==> config.mk <==
export PLATFORM = sky130hd
export DESIGN_NAME = pae_alarm
export DESIGN_NICKNAME = d
export VERILOG_FILES = /design/src/verilog/pae_pkg.sv /design/src/verilog/pae_alarm.sv /design/src/verilog/pae_delay.sv
export VERILOG_INCLUDE_DIRS = /design/src /design/src/verilog
export SDC_FILE = /design/constraint.sdc
export NUM_CORES = 2
export LEC_CHECK = 0
export ABC_AREA = 1
export BUFFER_PORTS_ARGS = -buffer_cell sky130_fd_sc_hd__buf_2
export CAP_MARGIN = 20
export CELL_PAD_IN_SITES_DETAIL_PLACEMENT = 1
export CELL_PAD_IN_SITES_GLOBAL_PLACEMENT = 2
export CORE_MARGIN = 2
export CORE_UTILIZATION = 41
export CTS_CLUSTER_DIAMETER = 100
export DETAILED_ROUTE_END_ITERATION = 7
export PLACE_DENSITY_LB_ADDON = 0.1
export REMOVE_ABC_BUFFERS = 1
export SYNTH_ARGS = -nofsm -noshare
export SYNTH_HDL_FRONTEND = slang
export SYNTH_HIERARCHICAL = 1
export SYNTH_SLANG_ARGS = --single-unit
==> constraint.sdc <==
create_clock -name i_mclk -period 12.1 [get_ports i_mclk]
set_input_delay 0.605 -clock i_mclk [delete_from_list [all_inputs] [get_ports i_mclk]]
set_output_delay 0.605 -clock i_mclk [all_outputs]
set_load 0.02 [all_outputs]
==> src/verilog/pae_defs.svh <==
// Constants for the process alarm evaluator: offsets, resets and timing.
`ifndef PAE_DEFS_SVH
`define PAE_DEFS_SVH

// ****************************************************************
// Timing
// ****************************************************************
`define PAE_CLK_NS 50
`define PAE_SEC_NS 1000000000
`define PAE_DLY_MAX 10'h3e7

// ****************************************************************
// Register map, per channel base is channel times eight
// ****************************************************************
`define PAE_CH_SHIFT 3
`define PAE_F_TYPE 3'h0
`define PAE_F_VALUE 3'h1
`define PAE_F_UPPER 3'h2
`define PAE_F_LOWER 3'h3
`define PAE_F_HYST 3'h4
`define PAE_F_ON_DLY 3'h5
`define PAE_F_OFF_DLY 3'h6
`define PAE_F_STATUS 3'h7
`define PAE_G_SET_POINT 8'h40
`define PAE_G_FAULTS 8'h41

// ****************************************************************
// Reset values
// ****************************************************************
`define PAE_TYPE_RST 4'h2
`define PAE_VALUE_RST 16'h0000
`define PAE_HYST_RST 16'h0001
`define PAE_DLY_RST 10'h000

`endif

==> src/verilog/pae_pkg.sv <==
// Types shared by the process alarm evaluator modules.
package pae_pkg;

	typedef enum logic [3:0] {
		PAE_T_OFF = 4'h0,
		PAE_T_DEV_HL = 4'h1,
		PAE_T_DEV_HI = 4'h2,
		PAE_T_DEV_LO = 4'h3,
		PAE_T_RANGE = 4'h4,
		PAE_T_DEV_HL_SB = 4'h5,
		PAE_T_DEV_HI_SB = 4'h6,
		PAE_T_DEV_LO_SB = 4'h7,
		PAE_T_ABS_HI = 4'h8,
		PAE_T_ABS_LO = 4'h9,
		PAE_T_ABS_HI_SB = 4'ha,
		PAE_T_ABS_LO_SB = 4'hb,
		PAE_T_LOOP_BREAK = 4'hc,
		PAE_T_RATE = 4'hd,
		PAE_T_RSP_HI = 4'he,
		PAE_T_RSP_LO = 4'hf
	} pae_type_t;

	typedef enum logic [1:0] {
		PAE_D_OFF = 2'b00,
		PAE_D_ON_WAIT = 2'b01,
		PAE_D_ON = 2'b10,
		PAE_D_OFF_WAIT = 2'b11
	} pae_dly_t;

endpackage

==> src/verilog/pae_alarm.sv <==
// Process alarm evaluator: register file, comparison and alarm outputs.
//
// Chosen here: strobed register access and the register addresses.
`timescale 1ns/10ps
`include "pae_defs.svh"

module pae_alarm
	import pae_pkg::*;
#(
	parameter int N_CH = 3,
	parameter bit RSP_FITTED = 1'b1,
	parameter bit HEATER_OPT = 1'b1,
	parameter int SEC_CYCLES = `PAE_SEC_NS / `PAE_CLK_NS
) (
	input wire logic i_mclk,
	input wire logic i_rstn,
	input wire logic [7:0] i_addr,
	input wire logic [15:0] i_wdata,
	input wire logic i_we,
	input wire logic i_re,
	output logic [15:0] o_rdata,
	input wire logic i_sample,
	input wire logic [15:0] i_process_value,
	input wire logic [15:0] i_remote_set_point,
	input wire logic i_loop_break_alarm,
	input wire logic [N_CH-1:0] i_change_rate_alarm,
	input wire logic i_heater_burnout,
	input wire logic i_relay_failure,
	input wire logic i_heater_overcurrent,
	output logic [N_CH-1:0] o_alarm
);

	// ****************************************************************
	// Helper functions
	// ****************************************************************
	function automatic logic signed [17:0] sx(input logic [15:0] v);
		return {{2{v[15]}}, v};
	endfunction

	function automatic logic above(input logic signed [17:0] v,
		input logic signed [17:0] thr, input logic signed [17:0] hys,
		input logic cur);
		return cur ? (v > thr - hys) : (v > thr);
	endfunction

	function automatic logic below(input logic signed [17:0] v,
		input logic signed [17:0] thr, input logic signed [17:0] hys,
		input logic cur);
		return cur ? (v < thr + hys) : (v < thr);
	endfunction

	function automatic logic is_standby(input logic [3:0] t);
		return t == PAE_T_DEV_HL_SB || t == PAE_T_DEV_HI_SB ||
			t == PAE_T_DEV_LO_SB || t == PAE_T_ABS_HI_SB ||
			t == PAE_T_ABS_LO_SB;
	endfunction

	function automatic logic type_ok(input int ch, input logic [3:0] t);
		if (t == PAE_T_LOOP_BREAK && ch != 0) begin
			return 1'b0;
		end
		if ((t == PAE_T_RSP_HI || t == PAE_T_RSP_LO) && !RSP_FITTED) begin
			return 1'b0;
		end
		return 1'b1;
	endfunction

	// ****************************************************************
	// Declarations
	// ****************************************************************
	logic [3:0] type_q [N_CH];
	logic [15:0] value_q [N_CH];
	logic [15:0] upper_q [N_CH];
	logic [15:0] lower_q [N_CH];
	logic [15:0] hyst_q [N_CH];
	logic [9:0] on_dly_q [N_CH];
	logic [9:0] off_dly_q [N_CH];
	logic [15:0] set_point_q;
	logic [15:0] rdata_q;
	logic [N_CH-1:0] raw_q;
	logic [N_CH-1:0] armed_q;
	logic [N_CH-1:0] cond_d;
	logic [N_CH-1:0] gated;
	logic [N_CH-1:0] delayed;
	logic [N_CH-1:0] alarm_q;
	logic [2:0] fault_meta_q;
	logic [2:0] fault_q;
	logic [31:0] sec_cnt_q;
	logic tick_q;
	logic [2:0] field;
	logic sel_ch;
	int ch_idx;

	assign field = i_addr[2:0];
	assign ch_idx = int'(i_addr[7:`PAE_CH_SHIFT]);
	assign sel_ch = (ch_idx < N_CH);

	// ****************************************************************
	// Configuration registers
	// ****************************************************************
	always_ff @(posedge i_mclk or negedge i_rstn) begin
		if (!i_rstn) begin
			for (int i = 0; i < N_CH; i++) begin
				type_q[i] <= `PAE_TYPE_RST;
				value_q[i] <= `PAE_VALUE_RST;
				upper_q[i] <= `PAE_VALUE_RST;
				lower_q[i] <= `PAE_VALUE_RST;
				hyst_q[i] <= `PAE_HYST_RST;
				on_dly_q[i] <= `PAE_DLY_RST;
				off_dly_q[i] <= `PAE_DLY_RST;
			end
			set_point_q <= `PAE_VALUE_RST;
		end else if (i_we) begin
			if (i_addr == `PAE_G_SET_POINT) begin
				set_point_q <= i_wdata;
			end
			for (int i = 0; i < N_CH; i++) begin
				if (sel_ch && ch_idx == i) begin
					case (field)
						`PAE_F_TYPE: begin
							if (type_ok(i, i_wdata[3:0])) begin
								type_q[i] <= i_wdata[3:0];
							end
						end
						`PAE_F_VALUE: begin
							value_q[i] <= i_wdata;
						end
						`PAE_F_UPPER: begin
							upper_q[i] <= i_wdata;
						end
						`PAE_F_LOWER: begin
							lower_q[i] <= i_wdata;
						end
						`PAE_F_HYST: begin
							hyst_q[i] <= i_wdata;
						end
						`PAE_F_ON_DLY: begin
							on_dly_q[i] <= (i_wdata[9:0] > `PAE_DLY_MAX)
								? `PAE_DLY_MAX : i_wdata[9:0];
						end
						`PAE_F_OFF_DLY: begin
							off_dly_q[i] <= (i_wdata[9:0] > `PAE_DLY_MAX)
								? `PAE_DLY_MAX : i_wdata[9:0];
						end
						default: begin
						end
					endcase
				end
			end
		end
	end

	// ****************************************************************
	// Read data, valid the cycle after the read strobe
	// ****************************************************************
	always_ff @(posedge i_mclk or negedge i_rstn) begin
		if (!i_rstn) begin
			rdata_q <= 16'h0000;
		end else if (i_re) begin
			rdata_q <= 16'h0000;
			if (i_addr == `PAE_G_SET_POINT) begin
				rdata_q <= set_point_q;
			end else if (i_addr == `PAE_G_FAULTS) begin
				rdata_q <= {13'h0000, fault_q};
			end
			for (int i = 0; i < N_CH; i++) begin
				if (sel_ch && ch_idx == i) begin
					case (field)
						`PAE_F_TYPE: rdata_q <= {12'h000, type_q[i]};
						`PAE_F_VALUE: rdata_q <= value_q[i];
						`PAE_F_UPPER: rdata_q <= upper_q[i];
						`PAE_F_LOWER: rdata_q <= lower_q[i];
						`PAE_F_HYST: rdata_q <= hyst_q[i];
						`PAE_F_ON_DLY: rdata_q <= {6'h00, on_dly_q[i]};
						`PAE_F_OFF_DLY: rdata_q <= {6'h00, off_dly_q[i]};
						`PAE_F_STATUS: begin
							rdata_q <= {12'h000, alarm_q[i], armed_q[i],
								gated[i], raw_q[i]};
						end
						default: rdata_q <= 16'h0000;
					endcase
				end
			end
		end
	end

	assign o_rdata = rdata_q;

	// ****************************************************************
	// Heater fault inputs come from pins and are synchronised first
	// ****************************************************************
	always_ff @(posedge i_mclk or negedge i_rstn) begin
		if (!i_rstn) begin
			fault_meta_q <= 3'h0;
			fault_q <= 3'h0;
		end else begin
			fault_meta_q <= {i_heater_overcurrent, i_relay_failure,
				i_heater_burnout};
			fault_q <= fault_meta_q;
		end
	end

	// ****************************************************************
	// One second tick shared by all delay counters
	// ****************************************************************
	always_ff @(posedge i_mclk or negedge i_rstn) begin
		if (!i_rstn) begin
			sec_cnt_q <= 32'h0000_0000;
			tick_q <= 1'b0;
		end else if (sec_cnt_q >= 32'(SEC_CYCLES - 1)) begin
			sec_cnt_q <= 32'h0000_0000;
			tick_q <= 1'b1;
		end else begin
			sec_cnt_q <= sec_cnt_q + 32'h0000_0001;
			tick_q <= 1'b0;
		end
	end

	// ****************************************************************
	// Comparison per channel
	// ****************************************************************
	always_comb begin
		logic signed [17:0] pv;
		logic signed [17:0] sp;
		logic signed [17:0] x;
		logic signed [17:0] hi;
		logic signed [17:0] lo;
		logic signed [17:0] hy;
		logic cur;
		pv = sx(i_process_value);
		sp = sx(set_point_q);
		x = 18'sh00000;
		hi = 18'sh00000;
		lo = 18'sh00000;
		hy = 18'sh00000;
		cur = 1'b0;
		for (int i = 0; i < N_CH; i++) begin
			x = sx(value_q[i]);
			hi = sp + sx(upper_q[i]);
			lo = sp - sx(lower_q[i]);
			hy = sx(hyst_q[i]);
			cur = raw_q[i];
			case (type_q[i])
				PAE_T_OFF: cond_d[i] = 1'b0;
				PAE_T_DEV_HL: begin
					cond_d[i] = above(pv, hi, hy, cur) ||
						below(pv, lo, hy, cur);
				end
				PAE_T_DEV_HL_SB: begin
					// Overlapping bands would chatter, so the condition is forced off.
					cond_d[i] = (hi - hy > lo + hy) &&
						(above(pv, hi, hy, cur) ||
						below(pv, lo, hy, cur));
				end
				PAE_T_DEV_HI, PAE_T_DEV_HI_SB: begin
					cond_d[i] = above(pv, sp + x, hy, cur);
				end
				PAE_T_DEV_LO, PAE_T_DEV_LO_SB: begin
					cond_d[i] = below(pv, sp - x, hy, cur);
				end
				PAE_T_RANGE: begin
					cond_d[i] = !above(pv, hi, hy, !cur) &&
						!below(pv, lo, hy, !cur);
				end
				PAE_T_ABS_HI, PAE_T_ABS_HI_SB: begin
					cond_d[i] = above(pv, x, hy, cur);
				end
				PAE_T_ABS_LO, PAE_T_ABS_LO_SB: begin
					cond_d[i] = below(pv, x, hy, cur);
				end
				PAE_T_LOOP_BREAK: begin
					cond_d[i] = (i == 0) && i_loop_break_alarm;
				end
				PAE_T_RATE: cond_d[i] = i_change_rate_alarm[i];
				PAE_T_RSP_HI: begin
					cond_d[i] = RSP_FITTED &&
						above(sx(i_remote_set_point), x, hy, cur);
				end
				PAE_T_RSP_LO: begin
					cond_d[i] = RSP_FITTED &&
						below(sx(i_remote_set_point), x, hy, cur);
				end
				default: cond_d[i] = 1'b0;
			endcase
		end
	end

	// ****************************************************************
	// Sample-rate state: raw result and standby arming
	// ****************************************************************
	always_ff @(posedge i_mclk or negedge i_rstn) begin
		if (!i_rstn) begin
			raw_q <= '0;
		end else if (i_sample) begin
			raw_q <= cond_d;
		end
	end

	// A new type restarts the standby sequence for that channel.
	always_ff @(posedge i_mclk or negedge i_rstn) begin
		if (!i_rstn) begin
			armed_q <= '0;
		end else begin
			for (int i = 0; i < N_CH; i++) begin
				if (i_we && sel_ch && ch_idx == i && field == `PAE_F_TYPE) begin
					armed_q[i] <= 1'b0;
				end else if (i_sample && !cond_d[i]) begin
					armed_q[i] <= 1'b1;
				end
			end
		end
	end

	always_comb begin
		for (int i = 0; i < N_CH; i++) begin
			gated[i] = raw_q[i] &&
				(!is_standby(type_q[i]) || armed_q[i]);
		end
	end

	// ****************************************************************
	// Delay shaping and outputs
	// ****************************************************************
	for (genvar g = 0; g < N_CH; g++) begin : g_dly
		pae_delay u_delay (
			.i_mclk(i_mclk),
			.i_rstn(i_rstn),
			.i_tick(tick_q),
			.i_cond(gated[g]),
			.i_on_dly(on_dly_q[g]),
			.i_off_dly(off_dly_q[g]),
			.o_out(delayed[g])
		);
	end

	always_ff @(posedge i_mclk or negedge i_rstn) begin
		if (!i_rstn) begin
			alarm_q <= '0;
		end else begin
			alarm_q <= delayed;
			alarm_q[0] <= delayed[0] ||
				(HEATER_OPT && (|fault_q));
		end
	end

	assign o_alarm = alarm_q;

endmodule

==> src/verilog/pae_delay.sv <==
// ON and OFF delay shaping of one alarm channel.
`timescale 1ns/10ps
`include "pae_defs.svh"

module pae_delay
	import pae_pkg::*;
(
	input wire logic i_mclk,
	input wire logic i_rstn,
	input wire logic i_tick,
	input wire logic i_cond,
	input wire logic [9:0] i_on_dly,
	input wire logic [9:0] i_off_dly,
	output logic o_out
);

	pae_dly_t state_q;
	logic [9:0] cnt_q;
	logic out_q;

	// ****************************************************************
	// Delay state machine
	// ****************************************************************
	always_ff @(posedge i_mclk or negedge i_rstn) begin
		if (!i_rstn) begin
			state_q <= PAE_D_OFF;
		end else begin
			case (state_q)
				PAE_D_OFF: begin
					if (i_cond) begin
						state_q <= (i_on_dly == `PAE_DLY_RST) ? PAE_D_ON
							: PAE_D_ON_WAIT;
					end
				end
				PAE_D_ON_WAIT: begin
					if (!i_cond) begin
						state_q <= PAE_D_OFF;
					end else if (cnt_q >= i_on_dly) begin
						state_q <= PAE_D_ON;
					end
				end
				PAE_D_ON: begin
					if (!i_cond) begin
						state_q <= (i_off_dly == `PAE_DLY_RST) ? PAE_D_OFF
							: PAE_D_OFF_WAIT;
					end
				end
				PAE_D_OFF_WAIT: begin
					if (i_cond) begin
						state_q <= PAE_D_ON;
					end else if (cnt_q >= i_off_dly) begin
						state_q <= PAE_D_OFF;
					end
				end
				default: begin
					state_q <= PAE_D_OFF;
				end
			endcase
		end
	end

	// Seconds are counted on the shared tick, so a delay may run up to
	// one second short; a finer tick would cost a wider counter.
	always_ff @(posedge i_mclk or negedge i_rstn) begin
		if (!i_rstn) begin
			cnt_q <= `PAE_DLY_RST;
		end else if (state_q == PAE_D_ON_WAIT ||
			state_q == PAE_D_OFF_WAIT) begin
			if (i_tick && cnt_q != `PAE_DLY_MAX) begin
				cnt_q <= cnt_q + 10'h001;
			end
		end else begin
			cnt_q <= `PAE_DLY_RST;
		end
	end

	always_ff @(posedge i_mclk or negedge i_rstn) begin
		if (!i_rstn) begin
			out_q <= 1'b0;
		end else begin
			out_q <= (state_q == PAE_D_ON) || (state_q == PAE_D_OFF_WAIT);
		end
	end

	assign o_out = out_q;

endmodule

== Word level (Yosys, flattened, before mapping) ==
Cells that the tools add are included.

* $add $sub $neg: 34
* Magnitude comparators: 60
* Equal/unequal tests: 84
* Multiplexer cells: 98
* Reduce and logical (&&, ||, !) cells: 119

{| class="wikitable"
|+ Operators by type and width
! kind !! count
|-
| one-hot mux 16 bit (8 select lines) || 3
|-
| > comparator 16 x 17 -> 1 bit || 12
|-
| less-than comparator 16 x 17 -> 1 bit || 12
|-
| adder 16 x 16 -> 17 bit || 9
|-
| subtractor 16 x 16 -> 17 bit || 9
|-
| adder 17 x 16 -> 18 bit || 6
|-
| > comparator 16 x 18 -> 1 bit || 6
|-
| less-than comparator 16 x 18 -> 1 bit || 6
|-
| subtractor 17 x 16 -> 18 bit || 6
|-
| equality test 4 bit (second input constant) || 25
|-
| > comparator 16 bit || 6
|-
| less-than comparator 16 bit || 6
|-
| two-way mux 10 bit || 7
|-
| two-way mux 16 bit || 4
|-
| >= comparator 10 bit || 6
|-
| zero test 10 bit || 6
|-
| AND reduction 3 bit || 19
|-
| > comparator 18 bit || 3
|-
| two-way mux 1 bit || 52
|-
| equality test 4 x 3 -> 1 bit (second input constant) || 12
|-
| two-way mux 2 bit || 24
|-
| adder 32 x 1 -> 32 bit (second input constant) || 1
|-
| >= comparator 32 x 25 -> 1 bit (second input constant) || 1
|-
| zero test 32 bit || 1
|-
| 34 further kinds || 153
|}

* Register bits after elaboration: 383
* Bits of input ports: 68
* Output and inout port bits: 19
* Word-level logic and storage cells: 436

== Longest topological paths before layout ==
* Depth after elaboration: 12
* Gate-level depth with buffers: 44
* Depth with buffers taken out: 44

== Modules after synthesis ==
The synthesis kept the hierarchy.

{| class="wikitable"
|+ Modules (own cells, without submodules)
! module !! instances !! cells an instance !! area each (µm²) !! sequential area each (µm²)
|-
| pae_alarm || 1 || 7843 || 55323.1 || 8615.8
|-
| pae_delay (g_dly[0].u_delay ...) || 2 || 217 || 1402.6 || 325.3
|-
| pae_delay (g_dly[2].u_delay) || 1 || 217 || 1356.3 || 325.3
|}

== Worst setup path after synthesis ==
OpenSTA, ideal clock, no wires.

* Path kind: register to register
* From: register set_point_q[1]
* To: register raw_q[1]
* Library setup time: 0.119 ns
* Arrival: 5.524 ns
* Required time: 11.981 ns
* Setup slack: 6.457 ns
* Cell stages (with the launch flop): 39
* Path buffers: 0
* Period minus slack after synthesis: 5.643 ns
* Cells stage by stage: dfrtp_1 inv_1 fa_1 o21ai_1 a21oi_1 o21ai_2 a21oi_1 o21ai_1 xor2_1 inv_1 ha_1 nand2_1 nor3_1 nand2_1 o211ai_1 a31oi_1 o21ai_1 nand2_1 [... 3 more ...] o21ai_1 nand2_1 nand2_1 a21boi_1 ha_1 nand4_1 nor2_1 o211ai_1 nand3_1 xor2_1 o21ai_0 nand2_1 nor2_1 nor2_1 nand2_1 nor2_1 nand2_1 o21a_1

* Cells in the longest elaborated chain, start to end: 7
* Elaborated cells between the ends (all ways): 29
* Those cells by class: add/sub (8); order compare (9); mux (7); reduce/logical (5)

{| class="wikitable"
|+ RTL lines
! item !! line !! text
|-
| start: declaration || pae_alarm.sv:78 || <nowiki>logic [15:0] set_point_q;</nowiki>
|-
| start signal: assignment || pae_alarm.sv:112 || <nowiki>set_point_q <= `PAE_VALUE_RST;</nowiki>
|-
| start signal: assignment || pae_alarm.sv:115 || <nowiki>set_point_q <= i_wdata;</nowiki>
|-
| adder 16 x 16 -> 17 bit / subtractor 16 x 16 -> 17 bit (equally long branches) || pae_alarm.sv:239, pae_alarm.sv:240 ||
|-
| subtractor 17 x 16 -> 18 bit / adder 17 x 16 -> 18 bit (equally long branches) || pae_alarm.sv:43, pae_alarm.sv:251, pae_alarm.sv:49 ||
|-
| > comparator 16 x 18 -> 1 bit / less-than comparator 16 x 18 -> 1 bit (equally long branches) || pae_alarm.sv:43, pae_alarm.sv:49 ||
|-
| two-way mux 1 bit (on tied branches) || pae_alarm.sv:43, pae_alarm.sv:49 ||
|-
| zero test 1 bit, or another cell as far along || pae_alarm.sv:262 || <nowiki>cond_d[i] = !above(pv, hi, hy, !cur) &&</nowiki>
|-
| logical AND 1 bit (on tied branches) || pae_alarm.sv:262, pae_alarm.sv:251 ||
|-
| one-hot mux 1 bit (11 select lines) * || pae_alarm.sv:243 || <nowiki>case (type_q[i])</nowiki>
|-
| end signal: assignment || pae_alarm.sv:295 || <nowiki>raw_q <= cond_d;</nowiki>
|-
| end: declaration || pae_alarm.sv:80 || <nowiki>logic [N_CH-1:0] raw_q;</nowiki>
|}

Every way passes the cells marked *; elsewhere a longest branch is shown, timed or not.
A chain may end at the register's enable or synchronous reset.

== Worst setup path after layout ==
* From: register set_point_q[0]
* To: register raw_q[1]

The elaborated chain is that of the path after synthesis.

==> impl_results.md <==
- Post-DRT Antenna Nets: 0
- First-pass GRT wire length: about 420000 um
- Post-synthesis sequential area ratio: around 16%
- Levels on crit path: 40
- CP endpoint: raw_q[1]
- I/O Buffers: between 80 and 90
- Critical Path Source: set_point_q[0]
- Initial antenna violation count: 22
- Reg-to-Reg Start: set_point_q[0]
- Via count: 62.88k
- CORE AREA: between 100000 and 150000 um2
- Power Density: around 150 nW/um2
- Post-synth top area share: 27.41%
- Number of global-route vias before repair: 62.92k
- Layout cell share with drive strength beyond 1: between 4 and 5%
- Setup TNS: 0 ns
- Number of synthesized flops with an enable pin: 0
- Via density per instance: around 6.0
- #FFs+latches synth: about 380
- Top-count cell post-synth: nand2_1
- Post-synthesis cell count: 8494
- Part of the cycle the worst path needs: about three fifths
- Synth cell types: 75
- Top Ports: 87
- Grt ovf: 0
- Crit Path Class: register to register
- Max Clk Rate: ~140 MHz
- Crit start category: register
- Max incr delay on CP: between 0.6 and 0.7 ns
- Kind of cell adding the most delay to the critical path: simple AND/OR/NAND/NOR gates
- Cell-internal power: 4.644 mW
- Top post-synthesis cells by count: 1622 x nand2_1, 1311 x inv_1, 1303 x ha_1, 821 x a21oi_1, 575 x nor2_1
- H-tree Lvls: 2
- Crit path time final: a little over 7 ns
- Relative slew slack: 15.48%
- WL/cell: 27.39 um
- # nets final: ~10k
- Synth Area per Inst: about 7 um2
- FP Rows: 139
- Post-route design area: 64300 um2
- Net Sw Power: just over 5 mW
- Sequential power share: 16.2%
- Starting Density: about two fifths
- Share of flip-flops with an asynchronous set or reset: between 90% and 100%
- Reg-to-reg setup timing slack: between 4 and 5 ns
- Area contributors post-synth: ha_1 27%, dfrtp_1 16%, nand2_1 10%
- CTS sink cnt: around 380
- Setup bufs post-CTS: 0
- GPL Wtd Cong: between 0.9 and 1
- Layout Cells excl Fill: around 11k
- Worst Max-Slew Pin Slew: between 1 and 1.5 ns
- Gr usage total: 38.23%
- Clk Latency, worst-skew pair: ~0.7 ns
- Slowest-stage cell, CP: inv_1
- Synth area leader: ha_1
- Pins over their slew limit: 0
- Worst EP arrival: 7.71 ns
- Placed Area: roughly 62000 um2
- CP max FO: 8
- Chip height: about 380 um
- Sw frac: between 50 and 60%
- Worst hold path type: input pin to register
- # DRC: 0
- Die W: approximately 380 um
- Fill cells: between 15k and 20k
- Final setup vio count: 0
- Setup Skew: just over 0.04 ns
- CTS max path bufs: 3
- DR pass1 iterations: 6
- Synth warnings: 6
- Worst path bufs/invs: 4
- Static Leakage: around 34 nW
- Post-Syn Area: approximately 59000 um2
- Die area: around 150000 um2
- Setup crit end kind: register
- 1st-iter DRT viols: 5074
- P&R area growth vs syn: 8.096%
- Worst VDD drop: 0.0001208 V
- Largest net degree at the start of global routing: roughly 140
- Clock power share: 18.0%
- Dpl cells: around 10k
- RSZ-0062 raised after global routing: no
- TritonCTS clock tree: yes
- Most used DFF post-synth: dfrtp_1
- CTS root buf: clkbuf_16
- Total wire length: 288300 um
- Most frequent CP cell: nand2_1
- DPL Wire Length: around 220000 um
- FF-to-FF path depth: 40
- Data required time at the worst endpoint: ~13 ns
- Comb power frac: 65.8%
- Fin. Hold Viols: 0
- Total CTS buffers: 53
- Worst reg2reg path endpoint: raw_q[1]
- CTS clk-pin slew, worst paths: 0.06 ns
- Status: complete, no violations
- # Max-Cap Violations: 0
[cells by family after synthesis]
kind of cell / Yosys count / share of synthesized area (%)
fa+ha+maj: 1333 / 28.42
other cells: 1 / 0.006304
xor+xnor: 426 / 6.272
mux: 1 / 0.01893
flops: 383 / 16.12
buf+inv: 1478 / 9.430
compound gates: 1967 / 19.13
simple gates: 2905 / 20.60
[routing by layer]
layer / global-route usage [%] / vias up / share of wire [%]
li1: - / 28970 / -
met1: 51.25 / 30780 / 44
met2: 57.90 / 2445 / 42
met3: 7.771 / 657 / 8.7
met4: 19.47 / 22 / 5.9
met5: 0 / - / 0.049
[power by group through the flow]
stage               Clock [mW]  Sequential, mW  Combinational [mW]
floorplan                    0            1.50                4.41
global placement             0            1.59                6.05
detailed placement           0            1.59                6.29
CTS                       1.76            1.57                6.33
global route              1.81            1.58                7.25
finish                    1.75            1.58                6.40
[cell usage in the layout, fill, tap and decap left out, drive strengths merged, types with 7 or more instances in the layout]
cell type,count
a21boi,15
fa,30
bufinv,7
o31ai,32
o22ai,44
clkinv,17
a221oi,42
a21oi,824
a31oi,48
or2,14
xor2,393
a21o,34
clkbuf,70
o21bai,109
nor4,41
xnor2,33
ha,1303
nand4,122
dfrtp,377
o2111ai,47
o221ai,31
nand3,310
a22oi,48
buf,155
conb,7
nand3b,15
nand2,1629
a211oi,28
o211ai,37
o21a,12
inv,1333
nor2,593
diode,7
nor3,165
o21ai,588
[what timing repair did]
item / 4_1_cts / 5_1_grt
endpoints found under the hold margin: 56 / 0
hold buffers: 3 / 0
gates resized for setup: 0 / 0
[how the worst min path moves through the flow]
stage / from / to / slack, ns / depth (start not counted)
global placement: g_dly[1].u_delay/o_out / o_alarm[1] / 0.33 / 0
detailed placement: g_dly[1].u_delay/o_out / o_alarm[1] / 0.34 / 0
floorplan: i_rstn / armed_q[0] / 0.31 / 0
CTS: i_heater_burnout / fault_meta_q[0] / 0.009 / 1
finish: i_heater_burnout / fault_meta_q[0] / 0.04 / 1
global route: i_heater_burnout / fault_meta_q[0] / 0.03 / 1
[registers in the layout, indices dropped and copies added (netlist names), 12 cells and up]
register and count:
set_point_q 16, type_q 12, hyst_q 48, g_dly.u_delay/cnt_q 30
o_rdata 16, on_dly_q 30, value_q 48, upper_q 48
off_dly_q 30, sec_cnt_q 32, lower_q 48
[metrics by stage]
stage | worst slack, ns | hold slack [ns] | util (%) | power (mW)
floorplan | 6.464 | 0.3094 | - | 5.904
global placement | 5.231 | 0.3333 | 43.29 | 7.640
detailed placement | 5.188 | 0.3373 | 43.30 | 7.888
CTS | 5.149 | 0.009223 | 44.67 | 9.667
global route | 4.447 | 0.03085 | 44.69 | 10.64
finish | 4.966 | 0.03515 | 44.71 | 9.733
[layout make-up]
cell class	count	area (um2)	area share (%)
clock buffer	70	1490	2.318
tap	1903	2381	3.703
inverter	1333	5004	7.782
multi-input combinational	6639	44330	68.95
antenna	7	17.52	0.02724
clock inverter	30	444.2	0.6908
timing repair buffer	158	1039	1.615
sequential	383	9592	14.92
Power figures use the tool's default switching activity.
